==> src/rlh_cfg.svh <==
// constants for the route lookup entry state handler
`ifndef RLH_CFG_SVH
`define RLH_CFG_SVH
`define RLH_NUM_PORTS 16
`define RLH_PORT_W 4
`define RLH_DEST_W 10
`define RLH_TABLE_DEPTH 512
`define RLH_OOR_READ 4'hf
`define RLH_ZERO_PORT 4'h0
`define RLH_ZERO_HOP 8'h00
`define RLH_HOP_W 8
`define RLH_HDR_W 64
`endif

==> src/rlh_pkg.sv <==
// types for the route lookup entry state handler
`include "rlh_cfg.svh"
package rlh_pkg;
    typedef enum logic [1:0] {
        RLH_ST_MAPPED,
        RLH_ST_DEFAULT,
        RLH_ST_DROP_DEFAULT,
        RLH_ST_DROP_PARITY
    } rlh_class_t;
endpackage

==> src/rlh_tbl_if.sv <==
// carrier between the lookup core and the route table storage
`timescale 1ns/1ps
`include "rlh_cfg.svh"
interface rlh_tbl_if;
    logic wr_en;
    logic [`RLH_DEST_W-1:0] wr_addr;
    logic [`RLH_PORT_W-1:0] wr_port;
    logic [`RLH_DEST_W-1:0] rd_addr;
    logic [`RLH_PORT_W-1:0] rd_port;
    logic rd_par_ok;
    modport core (output wr_en, output wr_addr, output wr_port, output rd_addr,
                  input rd_port, input rd_par_ok);
    modport store (input wr_en, input wr_addr, input wr_port, input rd_addr,
                   output rd_port, output rd_par_ok);
endinterface

==> src/rlh_table.sv <==
// route table storage with per-entry parity, not reset
`timescale 1ns/1ps
`include "rlh_cfg.svh"
module rlh_table
#(
    parameter int DEPTH = `RLH_TABLE_DEPTH
)
(
    input wire logic clk_i,
    rlh_tbl_if.store tbl
);
    // entries carry no reset; contents are unknown until written
    logic [`RLH_PORT_W:0] mem [DEPTH];
    logic [`RLH_PORT_W:0] rd_word;

    always_ff @(posedge clk_i)
    begin
        if (tbl.wr_en)
        begin
            // even parity kept beside the port value
            mem[tbl.wr_addr[$clog2(DEPTH)-1:0]] <= {^tbl.wr_port, tbl.wr_port};
        end
    end

    // random power-up contents give random lookups
    assign rd_word = mem[tbl.rd_addr[$clog2(DEPTH)-1:0]];
    assign tbl.rd_port = rd_word[`RLH_PORT_W-1:0];
    assign tbl.rd_par_ok = (^rd_word[`RLH_PORT_W-1:0]) == rd_word[`RLH_PORT_W];
endmodule

==> src/rlh_route_lookup.sv <==
// route lookup entry state handler: one ingress port of the switch
`timescale 1ns/1ps
`include "rlh_cfg.svh"
module rlh_route_lookup
    import rlh_pkg::*;
#(
    parameter int NUM_PORTS = `RLH_NUM_PORTS,
    parameter int DEPTH = `RLH_TABLE_DEPTH,
    parameter logic [`RLH_PORT_W-1:0] THIS_PORT = `RLH_ZERO_PORT
)
(
    input wire logic clk_i,
    input wire logic resetn_i,
    // arriving packet
    input wire logic pkt_valid_i,
    input wire logic [`RLH_DEST_W-1:0] pkt_dest_i,
    input wire logic pkt_is_maint_i,
    input wire logic [`RLH_HOP_W-1:0] pkt_hop_i,
    input wire logic [`RLH_HDR_W-1:0] pkt_hdr_i,
    // default port setting
    input wire logic [`RLH_PORT_W-1:0] default_port_i,
    // standard table write path
    input wire logic std_wr_i,
    input wire logic [`RLH_DEST_W-1:0] std_dest_i,
    input wire logic [`RLH_PORT_W-1:0] std_port_i,
    // vendor table access path
    input wire logic vnd_wr_i,
    input wire logic vnd_rd_i,
    input wire logic [`RLH_DEST_W-1:0] vnd_dest_i,
    input wire logic [`RLH_PORT_W-1:0] vnd_port_i,
    // error flag clear
    input wire logic err_clr_i,
    // routing decision
    output logic route_valid_o,
    output logic [`RLH_PORT_W-1:0] route_port_o,
    output logic drop_o,
    output logic [1:0] entry_class_o,
    // error capture
    output logic impl_specific_error_flag_o,
    output logic route_table_parity_fault_o,
    output logic [`RLH_PORT_W-1:0] parity_port_o,
    output logic [`RLH_HDR_W-1:0] capture_hdr_o,
    output logic capture_valid_o,
    // vendor read answer
    output logic rd_valid_o,
    output logic [`RLH_PORT_W-1:0] rd_data_o
);
    // ==========================================================
    // parameter checks
    // ==========================================================
    if (NUM_PORTS < 1 || NUM_PORTS > (1 << `RLH_PORT_W))
    begin : g_bad_ports
        $error("port count does not fit the port field");
    end
    if (DEPTH < 2 || DEPTH > (1 << `RLH_DEST_W))
    begin : g_bad_depth
        $error("table depth does not fit the destination field");
    end
    if (int'(THIS_PORT) >= NUM_PORTS)
    begin : g_bad_this
        $error("arrival port is not a port of the switch");
    end

    // ==========================================================
    // reset release
    // ==========================================================
    logic rst_meta;
    logic rst_sync;

    always_ff @(posedge clk_i or negedge resetn_i)
    begin
        if (!resetn_i)
        begin
            rst_meta <= 1'b0;
            rst_sync <= 1'b0;
        end
        else
        begin
            rst_meta <= 1'b1;
            rst_sync <= rst_meta;
        end
    end

    wire rst_n = rst_sync;

    // ==========================================================
    // table writes and reads
    // ==========================================================
    rlh_tbl_if tbl ();

    logic std_in_range;
    logic vnd_in_range;
    logic lk_in_range;
    logic std_take;
    logic vnd_take;

    assign std_in_range = int'(std_dest_i) < DEPTH;
    assign vnd_in_range = int'(vnd_dest_i) < DEPTH;
    assign lk_in_range = int'(pkt_dest_i) < DEPTH;
    // writes past the table end are dropped here
    assign std_take = std_wr_i && std_in_range;
    assign vnd_take = vnd_wr_i && vnd_in_range;

    // standard path has priority if both write in one cycle
    always_comb
    begin
        tbl.wr_en = std_take || vnd_take;
        tbl.wr_addr = std_take ? std_dest_i : vnd_dest_i;
        tbl.wr_port = std_take ? std_port_i : vnd_port_i;
    end

    // the vendor read shares the lookup port only when no packet arrives
    // a read lost to a packet gets no answer; software must retry
    assign tbl.rd_addr = pkt_valid_i ? pkt_dest_i : vnd_dest_i;

    rlh_table #(
        .DEPTH(DEPTH)
    ) rlh_table_inst (
        .clk_i(clk_i),
        .tbl(tbl)
    );

    // ==========================================================
    // entry classification
    // ==========================================================
    logic entry_exists;
    logic default_exists;
    rlh_class_t next_class;
    logic [`RLH_PORT_W-1:0] next_port;

    // mapped means the named port exists in this switch
    assign entry_exists = int'(tbl.rd_port) < NUM_PORTS;
    assign default_exists = int'(default_port_i) < NUM_PORTS;

    always_comb
    begin
        next_port = tbl.rd_port;
        if (!lk_in_range || !tbl.rd_par_ok)
        begin
            // out-of-range lookup has no entry: treated like an unmapped one
            if (lk_in_range)
                next_class = RLH_ST_DROP_PARITY;
            else if (default_exists)
                next_class = RLH_ST_DEFAULT;
            else
                next_class = RLH_ST_DROP_DEFAULT;
            next_port = default_port_i;
        end
        else if (entry_exists)
        begin
            next_class = RLH_ST_MAPPED;
        end
        else if (default_exists)
        begin
            next_class = RLH_ST_DEFAULT;
            next_port = default_port_i;
        end
        else
        begin
            next_class = RLH_ST_DROP_DEFAULT;
            next_port = default_port_i;
        end
    end

    // zero-hop requests are answered here, whatever the entry says
    logic zero_hop;
    assign zero_hop = pkt_is_maint_i && (pkt_hop_i == `RLH_ZERO_HOP);

    logic next_drop;
    assign next_drop = (next_class == RLH_ST_DROP_PARITY) ||
                       (next_class == RLH_ST_DROP_DEFAULT);

    // ==========================================================
    // routing decision
    // ==========================================================
    always_ff @(posedge clk_i or negedge rst_n)
    begin
        if (!rst_n)
        begin
            route_valid_o <= 1'b0;
            route_port_o <= `RLH_ZERO_PORT;
            drop_o <= 1'b0;
            entry_class_o <= RLH_ST_MAPPED;
        end
        else
        begin
            route_valid_o <= 1'b0;
            drop_o <= 1'b0;
            if (pkt_valid_i)
            begin
                // lookup done for every packet, maintenance included
                entry_class_o <= next_class;
                if (zero_hop)
                begin
                    route_valid_o <= 1'b1;
                    route_port_o <= THIS_PORT;
                end
                else if (next_drop)
                begin
                    drop_o <= 1'b1;
                end
                else
                begin
                    route_valid_o <= 1'b1;
                    route_port_o <= next_port;
                end
            end
        end
    end

    // ==========================================================
    // error capture
    // ==========================================================
    logic par_event;
    logic dflt_event;

    assign par_event = pkt_valid_i && (next_class == RLH_ST_DROP_PARITY);
    assign dflt_event = pkt_valid_i && !zero_hop && (next_class == RLH_ST_DROP_DEFAULT);

    // flags: a new event wins over a clear in the same cycle
    always_ff @(posedge clk_i or negedge rst_n)
    begin
        if (!rst_n)
        begin
            impl_specific_error_flag_o <= 1'b0;
            route_table_parity_fault_o <= 1'b0;
        end
        else
        begin
            if (par_event || dflt_event)
                impl_specific_error_flag_o <= 1'b1;
            else if (err_clr_i)
                impl_specific_error_flag_o <= 1'b0;
            if (par_event)
                route_table_parity_fault_o <= 1'b1;
            else if (err_clr_i)
                route_table_parity_fault_o <= 1'b0;
        end
    end

    // capture holds the first error until cleared
    always_ff @(posedge clk_i or negedge rst_n)
    begin
        if (!rst_n)
        begin
            capture_valid_o <= 1'b0;
            capture_hdr_o <= '0;
        end
        else if ((par_event || dflt_event) && (!capture_valid_o || err_clr_i))
        begin
            capture_valid_o <= 1'b1;
            capture_hdr_o <= pkt_hdr_i;
        end
        else if (err_clr_i)
        begin
            capture_valid_o <= 1'b0;
        end
    end

    // port record of every parity fault
    always_ff @(posedge clk_i or negedge rst_n)
    begin
        if (!rst_n)
        begin
            parity_port_o <= `RLH_ZERO_PORT;
        end
        else if (par_event)
        begin
            parity_port_o <= THIS_PORT;
        end
    end

    // ==========================================================
    // vendor read answer
    // ==========================================================
    always_ff @(posedge clk_i or negedge rst_n)
    begin
        if (!rst_n)
        begin
            rd_valid_o <= 1'b0;
            rd_data_o <= `RLH_ZERO_PORT;
        end
        else
        begin
            rd_valid_o <= vnd_rd_i && !pkt_valid_i;
            if (vnd_rd_i && !pkt_valid_i)
                rd_data_o <= vnd_in_range ? tbl.rd_port : `RLH_OOR_READ;
        end
    end
endmodule

==> config.mk <==
export PLATFORM = sky130hd
export DESIGN_NAME = rlh_route_lookup
export DESIGN_NICKNAME = d
export VERILOG_FILES = /design/src/rlh_pkg.sv /design/src/rlh_tbl_if.sv /design/src/rlh_table.sv /design/src/rlh_route_lookup.sv
export VERILOG_INCLUDE_DIRS = /design/src
export SDC_FILE = /design/constraint.sdc
export NUM_CORES = 2
export LEC_CHECK = 0
export BUFFER_PORTS_ARGS = -buffer_cell sky130_fd_sc_hd__clkbuf_2
export CORE_MARGIN = 2
export CORE_UTILIZATION = 40
export DETAILED_ROUTE_END_ITERATION = 7
export PLACE_DENSITY_LB_ADDON = 0.15
export SLEW_MARGIN = 25
export SYNTH_ARGS = -nofsm -noshare
export SYNTH_HDL_FRONTEND = slang
export SYNTH_SLANG_ARGS = --single-unit
export TNS_END_PERCENT = 10
==> constraint.sdc <==
create_clock -name clk_i -period 2.88 [get_ports clk_i]
set_input_delay 0.576 -clock clk_i [delete_from_list [all_inputs] [get_ports clk_i]]
set_output_delay 0.576 -clock clk_i [all_outputs]
set_load 0.005 [all_outputs]
* Word-level counts from Yosys, hierarchy flattened
Memories as Yosys holds them, arrays and structs flattened. Index checks and enable logic that the tools add are counted.
Cells by class: shift-type cells 0, bitwise gates (word level) 0, $lt $le $gt $ge 3, eq/ne operators 4, multiplexer cells 21, reductions and logical operators 25, $add $sub $neg 0, div/mod/pow operators 0, multipliers 0
Operators by type and width (count):
- $lt 10x10->1 const B | 3
- $mux 4 | 5
- $mux 9 | 2
- $mux 1 | 12
- $logic_and 1x1->1 | 8
- $logic_not 8->1 | 1
- $reduce_xor 4->1 | 2
- $reduce_bool 2->1 | 3
- $logic_not 1->1 | 5
- $logic_or 1x1->1 | 5
- $eq 2x2->1 const B | 2
- $mux 2 | 2
- $ne 2x2->1 const B | 1
- $reduce_and 2->1 | 1
- $eq 1x1->1 | 1
Storage, ports and cells: latch bits 0, RAM bits 2560, register bits after elaboration 82, bits in read-only memories 0, output and inout port bits 84, word-level logic and storage cells 66, memories 1
Memory list:
- rlh_table_inst.mem | words 512, bits a word 5, rd ports 1, clocked after memory_dff 0, write ports 1, RTL line rlh_table.sv:13 | logic [`RLH_PORT_W:0] mem [DEPTH];

* Logic depth before layout (Yosys ltp)
An unclocked memory read counts as a cell.
depth in word-level cells 12, gate-level depth with buffers 21, depth with buffers taken out 13

* Hierarchy
From an unflattened synthesis, not the netlist that was laid out.
Second synthesis, totals: cell total of the unflattened synthesis 5264, area, all modules 104656.6 sq um
By module, submodules not included:
- rlh_table | times used 1, cells an instance 5024, area an instance 100914.3 sq um
- rlh_route_lookup | times used 1, cells an instance 240, area an instance 3742.3 sq um

* Worst setup path after synthesis
OpenSTA, ideal clock, no wires.
path type input port to flip-flop, start input port std_wr_i, end memory rlh_table_inst.mem[0][4] (netlist bit), data pin, setup time 1590 ps, cell stages on the path 6, setup slack -14285 ps, data arrival time 15575 ps, cell sequence nor2b_1 clkbuf_1 buf_1 nand2_1 nand2_1 xor3_1
On the way: longest elaborated chain between the ends 3
Ends and longest elaborated chain:
- start: declaration | RTL line rlh_route_lookup.sv:23 | input wire logic std_wr_i,
- $logic_and 1x1->1 | RTL line rlh_route_lookup.sv:101 | assign std_take = std_wr_i && std_in_range;
- $mux 4 | RTL line rlh_route_lookup.sv:109 | tbl.wr_port = std_take ? std_port_i : vnd_port_i;
- named net rlh_table_inst.tbl.wr_port[2] | RTL line rlh_tbl_if.sv:13 | modport store (input wr_en, input wr_addr, input wr_port, input rd_addr,
- $reduce_xor 4->1 | RTL line rlh_table.sv:21 | mem[tbl.wr_addr[$clog2(DEPTH)-1:0]] <= {^tbl.wr_port, tbl.wr_port};
- end: declaration | RTL line rlh_table.sv:13
The timed path passes the listed nets, and every way through them passes these cells.

* Worst setup path after layout
start input port pkt_valid_i, end register capture_hdr_o[58]
On the way: longest elaborated chain between the ends 11, elaborated cells between the ends (all ways) 14, classes of those cells eq/ne: 3; mux: 2; reduce/logical: 8; memory: 1
Ends and longest elaborated chain:
- start: declaration | RTL line rlh_route_lookup.sv:15 | input wire logic pkt_valid_i,
- $mux 9 | RTL line rlh_route_lookup.sv:114 | assign tbl.rd_addr = pkt_valid_i ? pkt_dest_i : vnd_dest_i;
- $mem_v2 512x5
- $reduce_xor 4->1 | RTL line rlh_table.sv:28 | assign tbl.rd_par_ok = (^rd_word[`RLH_PORT_W-1:0]) == rd_word[`RLH_PORT_W];
- $eq 1x1->1 | RTL line rlh_table.sv:28
- $logic_not 1->1 | RTL line rlh_route_lookup.sv:138 | if (!lk_in_range || !tbl.rd_par_ok)
- $logic_or 1x1->1 | RTL line rlh_route_lookup.sv:138
- $mux 2 | RTL line rlh_route_lookup.sv:138
- $eq 2x2->1 (on tied branches) | RTL line rlh_route_lookup.sv:217, rlh_route_lookup.sv:218
- $logic_and 1x1->1 (on tied branches) | RTL line rlh_route_lookup.sv:217, rlh_route_lookup.sv:218
- $logic_or 1x1->1 (*) | RTL line rlh_route_lookup.sv:249 | else if ((par_event || dflt_event) && (!capture_valid_o || err_clr_i))
- $logic_and 1x1->1 (*) | RTL line rlh_route_lookup.sv:249
- end signal: assignment | RTL line rlh_route_lookup.sv:252 | capture_hdr_o <= pkt_hdr_i;
- end: declaration | RTL line rlh_route_lookup.sv:42 | output logic [`RLH_HDR_W-1:0] capture_hdr_o,
Every way passes the cells marked *; elsewhere a longest branch is shown, timed or not. A chain may end at the register's enable or synchronous reset.

==> results.ini <==
[outcome]
run_status = finished, violations left
violations = negative setup slack

[critical_path]
reg2reg_from = rlh_table_inst.mem[258][4]
worst_r2r_path_depth = 18
setup.worst_path.end_class = flop
required_ns = 3.68
crit_path_start_kind = input port
r2r_end = capture_hdr_o[58]
cp.arrival_ns = 5.28
crit_type = input port to flop
timing.reg2reg.setup_slack_ns = -1.46
critPathMaxFanout = 22

[yosys]
async_reset_ff_share_pct = 3.10
synth_top_cells_by_count = edfxtp_1 (2560), nor2_1 (1032), nand2_1 (919)
ys_seq_elements = 2642
synth_top_area_share_pct = 66.0
syn_inst = 9353
synthTopCellsByArea = edfxtp_1 (66%), a21oi_1 (3.5%), nor2_1 (3.3%)
synth_largest_area_cell = edfxtp_1
syn_area_per_cell_sq_um = 12.4
synth_flop_cell = edfxtp_1
synth_edf_count = 2560
syn_area_sq_um = 116000
synth_warnings = 0
synth_cell_types = 104
seq_area_frac_synth_pct = 67.8
yosysMostFrequentCell = edfxtp_1

[worst_hold_path]
hold_path_depth = 3
hold_path_class = input port to flop
worstHoldEndpoint = route_port_o[0]
min-delay-start = pkt_dest_i[9]

[sta]
slew_headroom_pct = 24.4
finalSetupViolCount = 79
worst_pin_slew_ns = 1.13
rsz0062_at_grt = yes
skew_ns = 0.0440
period_needed_ns = 4.47
slew_viol_final = 0
period_share_pct = 155
setup_ws_ns = -1.59
hold_viol_final = 0
fmax_ghz = 0.224

[global_route]
antenna_found_initial = 44
grt_pass1_wl_mm = 740
overflow = 0
grt_pass1_vias = 92000
gr-usage-all-layers_pct = 35.9
grt_max_degree = 130

[power]
seqPwrFrac_pct = 44.3
p_int_w = 0.0717
p_sw_share_pct = 27.9
combPwrFrac_pct = 17.9
ir_worst_vdd_uv = 514
p_per_area_nw_per_um2 = 648
p_leak_nw = 54.3
netSwitchingPower_w = 0.0277
p_clk_share_pct = 37.8

[place]
portBuffers = 201
gp_congestion = 1.01
pre_cts_slack_ns = -3.73
dp_hpwl_mm = 375

[clock_network]
cts_buffers = 296
cts_buffer_depth = 4
root_buffer = clkbuf_16
insertion_delay_ns = 0.95
clk_pin_slew_ns = 0.06
h-tree-depth = 5
cts.sinks = 2642
cts_tree = built

[final_layout]
layout.nets = 11500
synthToLayoutAreaGrowth_pct = 31.9
drive_gt1_share_pct = 28.4
final_util_pct = 52.9

[run]
cap_violations = 0

[drt]
drc = 0
firstDrtPassIters = 8
num_vias = 97500
drt_iter0_drc = 15100
post_drt_via_cell_ratio = 6.26
wire_per_inst_microns = 34.9
ant_nets = 0
routed_wl_mm = 544

[floorplanning]
die_x_microns = 544
ioPinCount = 206
fp-row-count = 198
core_area_sq_um = 290000
die_h_microns = 544
start_util_pct = 40.1
die_area_sq_um = 295000

==> worst max-delay path, cell delays in order <==
cell and delay [ns]:
buf_16 0.13, mux2_8 0.37, buf_4 0.18, buf_12 0.21
buf_4 0.31, a21oi_1 0.07, o21ai_0 0.33, o211ai_1 0.34
a31oi_4 0.29, buf_4 0.16, and4bb_4 0.25, or2_4 0.24
o221ai_2 0.20, xor3_2 0.67, nor2_8 0.20, buf_12 0.16
clkbuf_16 0.16, mux2_4 0.30
==> timing repair <==
item                                    4_1_cts  5_1_grt
hold endpoints to repair                     75        0
gates resized for setup                     332      209
cloned                                       18        4
pin swaps                                    62       88
endpoints found under the setup margin       79       79
hold buffers                                 70        0
buffers inserted                             98       55
==> kinds of logic (layout without fill, tap and decap cells) <==
group	Yosys count	in the layout	synth area share, %
buffers and inverters	832	3128	3.92
XOR/XNOR	11	11	0.110
flip-flops	2642	2642	67.8
other	2	22	0.00645
multiplexers	219	219	2.53
AND/OR/NAND/NOR	2788	2789	10.4
AO/OA/AOI/OAI	2859	2859	15.2
==> how the worst max path moves through the flow <==
| stage | from | slack, ns | to | depth (start not counted) |
|---|---|---|---|---|
| finish | pkt_valid_i | -1.59 | capture_hdr_o[58] | 18 |
| global route | pkt_valid_i | -1.53 | capture_hdr_o[20] | 22 |
| CTS | pkt_valid_i | -1.59 | capture_hdr_o[35] | 21 |
| detailed placement | pkt_valid_i | -3.73 | capture_hdr_o[46] | 20 |
| global placement | pkt_valid_i | -3.88 | capture_hdr_o[56] | 20 |
| floorplan | std_wr_i | -2.60 | rlh_table_inst.mem[0][4] | 7 |
==> metal layers <==
metal	track usage, %	share of wire [%]	routed length (microns)	vias to the layer above
li1	-	-	-	40000
met1	47.1	37	201000	49000
met2	54.2	44	239000	6983
met3	7.39	11	61600	1522
met4	23.4	7.7	41900	28
met5	0	0.036	196	-
==> placed cells by master (no fill, tap or decap), drive strengths merged, types with 82 or more instances in the layout <==
cell / synthesis / routed
a211oi: 214 / 214
nand2: 920 / 920
dfrtp: 82 / 82
o21ai: 704 / 704
edfxtp: 2560 / 2560
inv: 74 / 87
a22oi: 123 / 123
buf: 553 / 2245
mux2i: 114 / 114
clkinv: 0 / 132
a31oi: 110 / 110
o211ai: 158 / 158
o22ai: 242 / 242
nor2: 1037 / 1037
nor3: 116 / 116
nand2b: 90 / 91
clkbuf: 205 / 559
nand3: 355 / 355
a21oi: 809 / 809
==> stage by stage <==
step	hold slack [ns]	cells	instance area (sq um)	setup TNS, ns	power (W)
after global routing	0.0697	15600	154000	-112.78	0.101
after global placement	0.339	14800	139000	-1280.18	0.0605
after CTS	0.00351	15500	152000	-113.23	0.0988
after floorplan	0.280	9356	117000	-1732.84	0.0515
after detailed placement	0.338	14800	139000	-1298.51	0.0606
final	0.0641	15600	154000	-117.63	0.0994
==> power by group through the flow <==
stage	clock, W	sequential [W]	combinational [W]
floorplan	0	0.0450	0.00651
global placement	0	0.0448	0.0157
detailed placement	0	0.0448	0.0158
CTS	0.0377	0.0441	0.0170
global route	0.0392	0.0441	0.0182
finish	0.0376	0.0441	0.0178
==> area by class of cell <==
cell class / instances / area [sq um]
Fill cell: 24800 / 137000
Sequential cell: 2642 / 78900
Multi-Input combinational cell: 5883 / 35300
Timing Repair Buffer: 2523 / 24700
Clock buffer: 358 / 7760
Tap cell: 3900 / 4880
Clock inverter: 173 / 1640
Inverter: 74 / 315
Antenna cell: 17 / 42.5
==> state kept, by name, indices dropped and copies added, names as in the netlist <==
| name | count |
|---|---|
| entry_class_o | 2 |
| route_valid_o | 1 |
| rst_meta | 1 |
| rd_data_o | 4 |
| impl_specific_error_flag_o | 1 |
| rd_valid_o | 1 |
| rlh_table_inst.mem | 2560 |
| drop_o | 1 |
| route_table_parity_fault_o | 1 |
| rst_n | 1 |
| capture_valid_o | 1 |
| capture_hdr_o | 64 |
| route_port_o | 4 |
(Power assumes the default switching activity.)
